[src/core_exec_pkg.sv]
// Summary of operation
// - acc_plus_literal adds 8-bit literal to accumulator, sets carry, digit carry, zero.
// - acc_and_literal ANDs literal into accumulator, only zero flag changes, one cycle.
// - acc_plus_reg adds accumulator and file register, sets carry, digit carry, zero.
// - acc_and_reg ANDs accumulator with file register, only zero flag changes.
// - byte ops: destination bit 0 writes accumulator, 1 writes file register back.
// - bit_clear_reg forces chosen bit to zero, flags untouched, one cycle.
// - bit_set_reg forces chosen bit to one, flags untouched, one cycle.
// - bit ops read in phase two, modify in three, write whole register in four.
// - skip_if_bit_low with bit zero turns fetched next word into a nop.
// - skip_if_bit_high with bit one turns fetched next word into a nop.
// - bit tests never write in phase four and leave all flags unchanged.
// - call pushes incremented counter onto stack in phase two of first cycle.
// - call loads 11-bit literal into counter bits 10..0, two cycles, flags kept.
// - call fills counter bits 12..11 from counter_high_latch bits 4..3.
// - clear_reg writes 00h to file register and sets zero flag.
// - clear_acc zeroes accumulator and sets zero flag, low seven bits ignored.
// - watchdog_kick clears watchdog counter and its prescaler in one cycle.
// - watchdog_kick sets watchdog_expiry_flag and power_down_flag.
// - complement_reg inverts register, routes by destination bit, updates zero flag.
// - every instruction cycle spans four clock periods, phases one to four.
// - low seven bits address file register, bit ops hold bit number above.
`default_nettype none
package core_exec_pkg;
    localparam int PC_W = 13;
    localparam int INSTR_W = 14;
    localparam int DATA_W = 8;
    localparam int FADDR_W = 7;
    localparam int BUS_AW = 8;
    localparam int BIT_LSB = 7;
    localparam int DEST_BIT = 7;
    localparam int CALL_LIT_W = 11;
    localparam int LATCH_LSB = 3;
    localparam int CLK_HZ = 25000000;
    localparam int PHASES = 4;
    localparam int WDOG_PRESCALE = 16;
    localparam int STACK_DEPTH = 8;
    localparam logic [4:0] OPC_PLUS_LIT = 5'h1F;
    localparam logic [5:0] OPC_AND_LIT = 6'h39;
    localparam logic [5:0] OPC_PLUS_REG = 6'h07;
    localparam logic [5:0] OPC_AND_REG = 6'h05;
    localparam logic [5:0] OPC_CLEAR = 6'h01;
    localparam logic [5:0] OPC_COMPLEMENT = 6'h09;
    localparam logic [3:0] OPC_BIT_CLR = 4'h4;
    localparam logic [3:0] OPC_BIT_SET = 4'h5;
    localparam logic [3:0] OPC_SKIP_LOW = 4'h6;
    localparam logic [3:0] OPC_SKIP_HIGH = 4'h7;
    localparam logic [2:0] OPC_CALL = 3'h4;
    localparam logic [13:0] WORD_KICK = 14'h0064;
    localparam logic [13:0] WORD_NOP = 14'h0000;
    localparam int ST_CARRY = 0;
    localparam int ST_DC = 1;
    localparam int ST_ZERO = 2;
    localparam int ST_PDOWN = 3;
    localparam int ST_EXPIRY = 4;
    localparam logic [7:0] ADDR_ACC = 8'h80;
    localparam logic [7:0] ADDR_STATUS = 8'h81;
    localparam logic [7:0] ADDR_LATCH = 8'h82;
    localparam logic [7:0] ADDR_CNT_LO = 8'h83;
    localparam logic [7:0] ADDR_CNT_HI = 8'h84;
    localparam logic [7:0] ADDR_WDOG = 8'h85;
    localparam logic [7:0] ADDR_STK_LO = 8'h86;
    localparam logic [7:0] ADDR_STK_HI = 8'h87;
    localparam logic [7:0] ACC_RST = 8'h00;
    localparam logic [7:0] LATCH_RST = 8'h00;
    localparam logic [12:0] PC_RST = 13'h0000;
    typedef enum logic [1:0] {PH_Q1, PH_Q2, PH_Q3, PH_Q4} phase_t;
    typedef enum logic [3:0] {
        OP_NOP, OP_PLUS_LIT, OP_AND_LIT, OP_PLUS_REG, OP_AND_REG, OP_BIT_CLR, OP_BIT_SET,
        OP_SKIP_LOW, OP_SKIP_HIGH, OP_CALL, OP_CLR_REG, OP_CLR_ACC, OP_KICK, OP_COMPLEMENT
    } op_t;
endpackage
`default_nettype wire

[src/core_instr_exec_add_to_complement_reg.sv]
`default_nettype none
module core_instr_exec_add_to_complement_reg #(
    parameter int WDOG_PRESCALE = core_exec_pkg::WDOG_PRESCALE,
    parameter int STACK_DEPTH = core_exec_pkg::STACK_DEPTH
) (
    // clock and control
    input wire logic clk,
    input wire logic srst,
    input wire logic ce,
    // program memory
    output logic [12:0] progAddr,
    input wire logic [13:0] progData,
    output logic fetchStrobe,
    // register port
    input wire logic [7:0] busAddr,
    input wire logic [7:0] busWrData,
    input wire logic busWr,
    input wire logic busRd,
    output logic [7:0] busRdData,
    // watchdog
    output logic watchdogBite
);
    localparam int SP_W = $clog2(STACK_DEPTH);
    localparam int PRE_W = $clog2(WDOG_PRESCALE);

    core_exec_pkg::phase_t phaseReg;
    core_exec_pkg::op_t opReg;
    logic [12:0] pcReg;
    logic [13:0] instrReg;
    logic [6:0] fAddrReg;
    logic [2:0] bitReg;
    logic destReg;
    logic [7:0] litReg;
    logic [10:0] callLitReg;
    logic [7:0] operandReg;
    logic [7:0] resultReg;
    logic resCarryReg;
    logic resDcReg;
    logic [7:0] accReg;
    logic [7:0] latchReg;
    logic carryFlag;
    logic dcFlag;
    logic zeroFlag;
    logic expiryFlag;
    logic powerDownFlag;
    logic [7:0] fileMem [128];
    logic [12:0] stackMem [STACK_DEPTH];
    logic [SP_W-1:0] spReg;
    logic [PRE_W-1:0] prescaleCnt;
    logic [7:0] watchdogCount;
    logic [7:0] readData;
    logic [12:0] stackTop;
    logic [12:0] callTarget;
    logic fileWrEn;
    logic accWrEn;
    logic testBit;
    logic skipTaken;
    logic flushNext;
    logic kickNow;
    logic [8:0] aluSum;
    logic [4:0] aluNib;
    logic [7:0] aluOut;
    logic [7:0] aluSrc;
    logic [7:0] litSum;

    function automatic core_exec_pkg::op_t decodeWord(input logic [13:0] w);
        core_exec_pkg::op_t op;
        op = core_exec_pkg::OP_NOP;
        if (w == core_exec_pkg::WORD_KICK) begin
            op = core_exec_pkg::OP_KICK;
        end else if (w[13:9] == core_exec_pkg::OPC_PLUS_LIT) begin
            op = core_exec_pkg::OP_PLUS_LIT;
        end else if (w[13:8] == core_exec_pkg::OPC_AND_LIT) begin
            op = core_exec_pkg::OP_AND_LIT;
        end else if (w[13:8] == core_exec_pkg::OPC_PLUS_REG) begin
            op = core_exec_pkg::OP_PLUS_REG;
        end else if (w[13:8] == core_exec_pkg::OPC_AND_REG) begin
            op = core_exec_pkg::OP_AND_REG;
        end else if (w[13:8] == core_exec_pkg::OPC_COMPLEMENT) begin
            op = core_exec_pkg::OP_COMPLEMENT;
        end else if (w[13:8] == core_exec_pkg::OPC_CLEAR) begin
            // low seven bits are ignored for the accumulator form
            op = w[core_exec_pkg::DEST_BIT] ? core_exec_pkg::OP_CLR_REG
                                            : core_exec_pkg::OP_CLR_ACC;
        end else if (w[13:10] == core_exec_pkg::OPC_BIT_CLR) begin
            op = core_exec_pkg::OP_BIT_CLR;
        end else if (w[13:10] == core_exec_pkg::OPC_BIT_SET) begin
            op = core_exec_pkg::OP_BIT_SET;
        end else if (w[13:10] == core_exec_pkg::OPC_SKIP_LOW) begin
            op = core_exec_pkg::OP_SKIP_LOW;
        end else if (w[13:10] == core_exec_pkg::OPC_SKIP_HIGH) begin
            op = core_exec_pkg::OP_SKIP_HIGH;
        end else if (w[13:11] == core_exec_pkg::OPC_CALL) begin
            op = core_exec_pkg::OP_CALL;
        end
        return op;
    endfunction

    function automatic logic isByteOp(input core_exec_pkg::op_t op);
        return op == core_exec_pkg::OP_PLUS_REG || op == core_exec_pkg::OP_AND_REG
            || op == core_exec_pkg::OP_COMPLEMENT;
    endfunction

    // phase sequencer: one instruction cycle is four clocks
    always_ff @(posedge clk) begin
        if (srst) begin
            phaseReg <= core_exec_pkg::PH_Q1;
        end else if (ce) begin
            case (phaseReg)
                core_exec_pkg::PH_Q1: phaseReg <= core_exec_pkg::PH_Q2;
                core_exec_pkg::PH_Q2: phaseReg <= core_exec_pkg::PH_Q3;
                core_exec_pkg::PH_Q3: phaseReg <= core_exec_pkg::PH_Q4;
                core_exec_pkg::PH_Q4: phaseReg <= core_exec_pkg::PH_Q1;
                default: phaseReg <= core_exec_pkg::PH_Q1;
            endcase
        end
    end

    assign readData = fileMem[fAddrReg];
    assign stackTop = stackMem[spReg - 1'b1];
    assign callTarget = {latchReg[core_exec_pkg::LATCH_LSB +: 2], callLitReg};
    assign testBit = operandReg[bitReg];
    assign skipTaken = (opReg == core_exec_pkg::OP_SKIP_LOW && !testBit)
                    || (opReg == core_exec_pkg::OP_SKIP_HIGH && testBit);
    assign flushNext = skipTaken || opReg == core_exec_pkg::OP_CALL;
    assign kickNow = phaseReg == core_exec_pkg::PH_Q4 && opReg == core_exec_pkg::OP_KICK;
    assign progAddr = pcReg;
    assign fetchStrobe = phaseReg == core_exec_pkg::PH_Q4;
    assign litSum = accReg + litReg;

    // pipeline: next word is fetched while the current one executes
    always_ff @(posedge clk) begin
        if (srst) begin
            pcReg <= core_exec_pkg::PC_RST;
            instrReg <= core_exec_pkg::WORD_NOP;
        end else if (ce && phaseReg == core_exec_pkg::PH_Q4) begin
            // a discarded fetch becomes the nop of the second cycle
            instrReg <= flushNext ? core_exec_pkg::WORD_NOP : progData;
            if (opReg == core_exec_pkg::OP_CALL) begin
                pcReg <= callTarget;
            end else begin
                pcReg <= pcReg + 13'h0001;
            end
        end
    end

    // decode in phase one; fields stay put until the next phase one
    always_ff @(posedge clk) begin
        if (srst) begin
            opReg <= core_exec_pkg::OP_NOP;
            fAddrReg <= 7'h00;
            bitReg <= 3'h0;
            destReg <= 1'b0;
            litReg <= 8'h00;
            callLitReg <= 11'h000;
        end else if (ce && phaseReg == core_exec_pkg::PH_Q1) begin
            opReg <= decodeWord(instrReg);
            fAddrReg <= instrReg[core_exec_pkg::FADDR_W-1:0];
            bitReg <= instrReg[core_exec_pkg::BIT_LSB +: 3];
            destReg <= instrReg[core_exec_pkg::DEST_BIT];
            litReg <= instrReg[core_exec_pkg::DATA_W-1:0];
            callLitReg <= instrReg[core_exec_pkg::CALL_LIT_W-1:0];
        end
    end

    // phase two reads the file register
    always_ff @(posedge clk) begin
        if (srst) begin
            operandReg <= 8'h00;
        end else if (ce && phaseReg == core_exec_pkg::PH_Q2) begin
            operandReg <= readData;
        end
    end

    always_comb begin
        aluSrc = isByteOp(opReg) ? operandReg : litReg;
        aluSum = {1'b0, accReg} + {1'b0, aluSrc};
        aluNib = {1'b0, accReg[3:0]} + {1'b0, aluSrc[3:0]};
        case (opReg)
            core_exec_pkg::OP_PLUS_LIT: aluOut = aluSum[7:0];
            core_exec_pkg::OP_PLUS_REG: aluOut = aluSum[7:0];
            core_exec_pkg::OP_AND_LIT: aluOut = accReg & litReg;
            core_exec_pkg::OP_AND_REG: aluOut = accReg & operandReg;
            core_exec_pkg::OP_BIT_CLR: aluOut = operandReg & ~(8'h01 << bitReg);
            core_exec_pkg::OP_BIT_SET: aluOut = operandReg | (8'h01 << bitReg);
            core_exec_pkg::OP_CLR_REG: aluOut = 8'h00;
            core_exec_pkg::OP_CLR_ACC: aluOut = 8'h00;
            core_exec_pkg::OP_COMPLEMENT: aluOut = ~operandReg;
            default: aluOut = operandReg;
        endcase
    end

    // phase three processes
    always_ff @(posedge clk) begin
        if (srst) begin
            resultReg <= 8'h00;
            resCarryReg <= 1'b0;
            resDcReg <= 1'b0;
        end else if (ce && phaseReg == core_exec_pkg::PH_Q3) begin
            resultReg <= aluOut;
            resCarryReg <= aluSum[8];
            resDcReg <= aluNib[4];
        end
    end

    always_comb begin
        fileWrEn = 1'b0;
        accWrEn = 1'b0;
        if (phaseReg == core_exec_pkg::PH_Q4) begin
            case (opReg)
                core_exec_pkg::OP_BIT_CLR: fileWrEn = 1'b1;
                core_exec_pkg::OP_BIT_SET: fileWrEn = 1'b1;
                core_exec_pkg::OP_CLR_REG: fileWrEn = 1'b1;
                core_exec_pkg::OP_PLUS_LIT: accWrEn = 1'b1;
                core_exec_pkg::OP_AND_LIT: accWrEn = 1'b1;
                core_exec_pkg::OP_CLR_ACC: accWrEn = 1'b1;
                // bit tests fall to default: no write at all
                default: begin
                    fileWrEn = isByteOp(opReg) && destReg;
                    accWrEn = isByteOp(opReg) && !destReg;
                end
            endcase
        end
    end

    // file registers: core write in phase four wins over a port write
    always_ff @(posedge clk) begin
        if (ce) begin
            if (fileWrEn) begin
                fileMem[fAddrReg] <= resultReg;
            end else if (busWr && !busAddr[7]) begin
                fileMem[busAddr[6:0]] <= busWrData;
            end
        end
    end

    always_ff @(posedge clk) begin
        if (srst) begin
            accReg <= core_exec_pkg::ACC_RST;
        end else if (ce) begin
            if (accWrEn) begin
                accReg <= resultReg;
            end else if (busWr && busAddr == core_exec_pkg::ADDR_ACC) begin
                accReg <= busWrData;
            end
        end
    end

    always_ff @(posedge clk) begin
        if (srst) begin
            latchReg <= core_exec_pkg::LATCH_RST;
        end else if (ce && busWr && busAddr == core_exec_pkg::ADDR_LATCH) begin
            latchReg <= busWrData;
        end
    end

    // arithmetic flags; bit ops, tests, call and kick leave them alone
    always_ff @(posedge clk) begin
        if (srst) begin
            carryFlag <= 1'b0;
            dcFlag <= 1'b0;
            zeroFlag <= 1'b0;
        end else if (ce) begin
            if (phaseReg == core_exec_pkg::PH_Q4 && (opReg == core_exec_pkg::OP_PLUS_LIT
                    || opReg == core_exec_pkg::OP_PLUS_REG)) begin
                carryFlag <= resCarryReg;
                dcFlag <= resDcReg;
                zeroFlag <= resultReg == 8'h00;
            end else if (phaseReg == core_exec_pkg::PH_Q4 && (opReg == core_exec_pkg::OP_AND_LIT
                    || opReg == core_exec_pkg::OP_AND_REG || opReg == core_exec_pkg::OP_CLR_REG
                    || opReg == core_exec_pkg::OP_CLR_ACC
                    || opReg == core_exec_pkg::OP_COMPLEMENT)) begin
                zeroFlag <= resultReg == 8'h00;
            end else if (busWr && busAddr == core_exec_pkg::ADDR_STATUS) begin
                carryFlag <= busWrData[core_exec_pkg::ST_CARRY];
                dcFlag <= busWrData[core_exec_pkg::ST_DC];
                zeroFlag <= busWrData[core_exec_pkg::ST_ZERO];
            end
        end
    end

    // return stack wraps silently when overfilled
    always_ff @(posedge clk) begin
        if (srst) begin
            spReg <= '0;
        end else if (ce && phaseReg == core_exec_pkg::PH_Q2
                && opReg == core_exec_pkg::OP_CALL) begin
            stackMem[spReg] <= pcReg;
            spReg <= spReg + 1'b1;
        end
    end

    // watchdog counts clocks through a prescaler; a kick beats an overflow
    always_ff @(posedge clk) begin
        if (srst) begin
            prescaleCnt <= '0;
            watchdogCount <= 8'h00;
            watchdogBite <= 1'b0;
            expiryFlag <= 1'b1;
            powerDownFlag <= 1'b1;
        end else if (ce) begin
            watchdogBite <= 1'b0;
            if (kickNow) begin
                prescaleCnt <= '0;
                watchdogCount <= 8'h00;
                expiryFlag <= 1'b1;
                powerDownFlag <= 1'b1;
            end else if (prescaleCnt == PRE_W'(WDOG_PRESCALE - 1)) begin
                prescaleCnt <= '0;
                watchdogCount <= watchdogCount + 8'h01;
                if (watchdogCount == 8'hFF) begin
                    watchdogBite <= 1'b1;
                    expiryFlag <= 1'b0;
                end
            end else begin
                prescaleCnt <= prescaleCnt + 1'b1;
            end
        end
    end

    always_ff @(posedge clk) begin
        if (srst) begin
            busRdData <= 8'h00;
        end else if (ce) begin
            busRdData <= 8'h00;
            if (busRd && !busAddr[7]) begin
                busRdData <= fileMem[busAddr[6:0]];
            end else if (busRd) begin
                case (busAddr)
                    core_exec_pkg::ADDR_ACC: busRdData <= accReg;
                    core_exec_pkg::ADDR_STATUS: busRdData <= {3'h0, expiryFlag, powerDownFlag,
                                                              zeroFlag, dcFlag, carryFlag};
                    core_exec_pkg::ADDR_LATCH: busRdData <= latchReg;
                    core_exec_pkg::ADDR_CNT_LO: busRdData <= pcReg[7:0];
                    core_exec_pkg::ADDR_CNT_HI: busRdData <= {3'h0, pcReg[12:8]};
                    core_exec_pkg::ADDR_WDOG: busRdData <= watchdogCount;
                    core_exec_pkg::ADDR_STK_LO: busRdData <= stackTop[7:0];
                    core_exec_pkg::ADDR_STK_HI: busRdData <= {3'h0, stackTop[12:8]};
                    default: busRdData <= 8'h00;
                endcase
            end
        end
    end

    logic atQ4;
    assign atQ4 = ce && phaseReg == core_exec_pkg::PH_Q4;
endmodule // core_instr_exec_add_to_complement_reg
`default_nettype wire

[config.mk]
export PLATFORM = sky130hd
export DESIGN_NAME = core_instr_exec_add_to_complement_reg
export DESIGN_NICKNAME = d
export VERILOG_FILES = /design/src/core_exec_pkg.sv /design/src/core_instr_exec_add_to_complement_reg.sv
export SDC_FILE = /design/constraint.sdc
export NUM_CORES = 2
export LEC_CHECK = 0
export BUFFER_PORTS_ARGS = -buffer_cell sky130_fd_sc_hd__buf_2
export CAP_MARGIN = 20
export CORE_UTILIZATION = 50
export CTS_BUF_LIST = sky130_fd_sc_hd__clkbuf_4 sky130_fd_sc_hd__clkbuf_8
export DETAILED_ROUTE_END_ITERATION = 6
export PLACE_DENSITY = 0.76
export SYNTH_ARGS = -nofsm -noshare
export SYNTH_HDL_FRONTEND = slang
export SYNTH_SLANG_ARGS = --single-unit
export TNS_END_PERCENT = 1
[constraint.sdc]
create_clock -name clk -period 5.65 [get_ports clk]
set_input_delay 0.2825 -clock clk [delete_from_list [all_inputs] [get_ports clk]]
set_output_delay 0.2825 -clock clk [all_outputs]
set_load 0.05 [all_outputs]
==> metrics.yaml <==
critical_path:
  critPathLaunchType: "register"
  crit_type: "register to register"
  crit_required_ns: 6.16
  slowest_stage: "nor2_1"
  worstPathArrival_ns: 5.03
  cp_num_buf_inv: 1
  setup.worst_path.end_class: "register"
  critPathTopFamily: "simple AND/OR/NAND/NOR gates"
  cp-startpoint: "opReg[3]"
  crit_path_max_fanout: 27
  timing.rr.start: "opReg[3]"
  path_cells: "mux2_2 -> o22ai_1 -> a22oi_1 -> o21ai_4 -> buf_12 -> mux2i_1 -> nand2_1 -> nor2_1"
  slowest_delay_ns: 0.70
yosys:
  syn_inst: 3340
  yosysWarnings: 0
  ys.flop_type: "edfxtp_1"
  ys_seq_elements: 1234
  async_flop_share_pct: 0
  synth_area_per_cell_um2: 17.43
  yosys.cell_types.count: 73
  synth_edf_count: 1128
  synth_nets: 3395
  synth_area_um2: 58220
  synth.yosys.seq_area_share_pct: 61.82
power_and_ir_drop:
  pwr_density_cell_nw_per_um2: 291.5
  leakagePower_nw: 20.82
  peakVddDrop_mv: 0.2500
cts:
  clock_latency_ns: 0.92
  postCtsSetupRepairBufs: 0
  numCtsBuffers: 187
  clock_path_buffers: 3
  post_cts_resized: 0
  clkTransAtPathRegs_ns: 0.07
  cts_tree: "built"
  cts_hold_buf: 29
  cts_sinks: 1234
  h-tree-depth: 4
  cts_root_buffer: "clkbuf_8"
routing:
  drt_iter0_drc: 5536
  num_vias: 36323
  dr.pass1.iters: 7
  wl_per_cell_um: 33.93
  vias_per_cell: 7.076
  drc: 0
  drt_wl_total_um: 174200
  antenna_left: 0
placed_design:
  place_congestion: 0.9754
  dpl.cell_count: 4748
  portBuffers: 57
  dp_hpwl_um: 114900
  place_ws_ns: 1.108
timing:
  slew_viol_final: 0
  fin_crit_ns: 4.513
  fin_ws_ns: 1.137
  hold_viol: 0
  setup_violations: 0
  rsz0062_at_grt: "no"
  fmax_ghz: 0.2216
  skew_ns: 0.05309
  period_share_pct: 79.88
  max-slew-margin-rel_pct: 18.41
  fin_setup_tns_ns: 0
  worst_slew_pin_slew_ns: 1.219
die:
  dieArea_um2: 117800
  core_um2: 115000
  dieWidth_um: 343.2
  std_cell_rows: 124
  io_pins: 58
  start_util_pct: 50.64
  die_h_um: 343.2
global_routing:
  first_global_vias: 35038
  overflow: 0
  grt_use_total_pct: 29.80
  grt_pass1_wl_um: 250700
  antenna_found_initial: 10
  grt_max_degree: 129
run:
  maxCapViolCount: 0
final_layout:
  area_growth_pct: 10.78
  layout.cells.non_filler: 5133
  nets: 3513
  drive_above_1_share_pct: 30.49
  fillers: 8462
  seq_area_um2: 36010
  multi_input_area_um2: 21050
hold_path:
  min_from: "busRd"
  hp-class: "primary input to register"
outcome:
  status: "complete, no violations"
-- cell usage after synthesis, types with 12 or more instances --
cell type | instances | area (um^2)
edfxtp_1 | 1128 | 33870
mux4_2 | 576 | 12970
nor2_1 | 271 | 1017
nand2_1 | 141 | 529.3
mux2i_1 | 140 | 1401
clkbuf_1 | 109 | 409.1
dfxtp_1 | 106 | 2122
a21oi_1 | 83 | 415.4
buf_2 | 82 | 410.4
a22oi_1 | 78 | 585.6
o21ai_0 | 52 | 260.3
nor3_1 | 47 | 235.2
buf_4 | 37 | 277.8
o22ai_1 | 36 | 225.2
nand3_1 | 34 | 170.2
mux2_2 | 33 | 371.6
nand2b_1 | 33 | 206.5
a211oi_1 | 31 | 232.7
a31oi_1 | 20 | 125.1
ha_1 | 19 | 237.7
nor2b_1 | 18 | 112.6
o211ai_1 | 16 | 120.1
buf_6 | 15 | 168.9
buf_1 | 13 | 48.80
nand4_1 | 13 | 81.33
inv_1 | 12 | 45.04
-- power breakdown --
| part | switching, mW | internal [mW] |
|---|---|---|
| Combinational | 0.683 | 0.342 |
| Clock | 3.66 | 4.10 |
| Sequential | 0.0380 | 9.98 |
-- worst register-to-register path, delay by kind of cell (launching register included) --
| kind | cells | cell delay, ns |
|---|---|---|
| buffers and inverters | 1 | 0.25 |
| AND/OR/NAND/NOR | 2 | 1.20 |
| multiplexers | 2 | 1.06 |
| AO/OA/AOI/OAI | 3 | 1.07 |
| flip-flops | 1 | 0.57 |
-- flip-flops by register name, indices dropped and copies added (netlist names), 13 cells and up --
signal,flops
progAddr,13
stackMem,104
fileMem,1024
instrReg,14
-- final timing paths --
kind                     to  slack (ns)  depth (start not counted)
max          fileMem[99][5]        1.14                          8
max reg2reg  fileMem[99][5]        1.14                          8
min            busRdData[6]        0.07                          4
min reg2reg    watchdogBite        0.46                          2
-- metrics by stage --
stage | instance area, um^2 | total power, mW | hold slack, ns | utilization [%]
2_1_floorplan | 58220 | 10.79 | 0.4264 | -
4_1_cts | 64440 | 18.80 | 0.05042 | 56.05
6_report | 64500 | 18.80 | 0.06967 | 56.11
3_3_place_gp | 60210 | 11.17 | 0.4282 | 52.37
5_1_grt | 64490 | 19.23 | 0.08776 | 56.09
3_5_place_dp | 60240 | 11.18 | 0.4512 | 52.40
-- kinds of logic after synthesis --
logic type / share of synthesized area [%]
AO/OA/AOI/OAI: 4.943
XOR/XNOR: 0.2708
adder cells (fa/ha/maj): 0.4427
buffers and inverters: 2.345
flip-flops: 61.82
multiplexers: 25.33
AND/OR/NAND/NOR: 4.852
-- cell usage in the layout, fill, tap and decap left out, drive strengths merged, types with 16 or more instances in the layout --
master	n
a211oi	31
a21oi	83
a22oi	78
a31oi	20
buf	156
clkbuf	244
clkinv	78
dfxtp	106
dlygate4sd3	29
edfxtp	1128
ha	19
inv	21
mux2	33
mux2i	140
mux4	576
nand2	141
nand2b	33
nand3	34
nor2	271
nor2b	18
nor3	47
o211ai	16
o21ai	63
o22ai	36
-- cell type report --
type | count | share of cell area [%]
diodes | 7 | 0.02716
clock buffers | 243 | 4.690
clock inverters | 102 | 1.366
inverters | 12 | 0.06983
multi-input cells | 1837 | 32.63
flip-flops and latches | 1234 | 55.83
well taps | 1512 | 2.933
repair buffers | 186 | 2.454
-- layer usage --
layer  routed length [um]  part of all wire (%)  GRT usage [%]
met4                 8527                   4.9          13.37
met5                  137                 0.079         0.4407
met1                61810                    35          40.49
met3                26030                    15          10.47
met2                77670                    45          43.46
(Power assumes the default switching activity.)
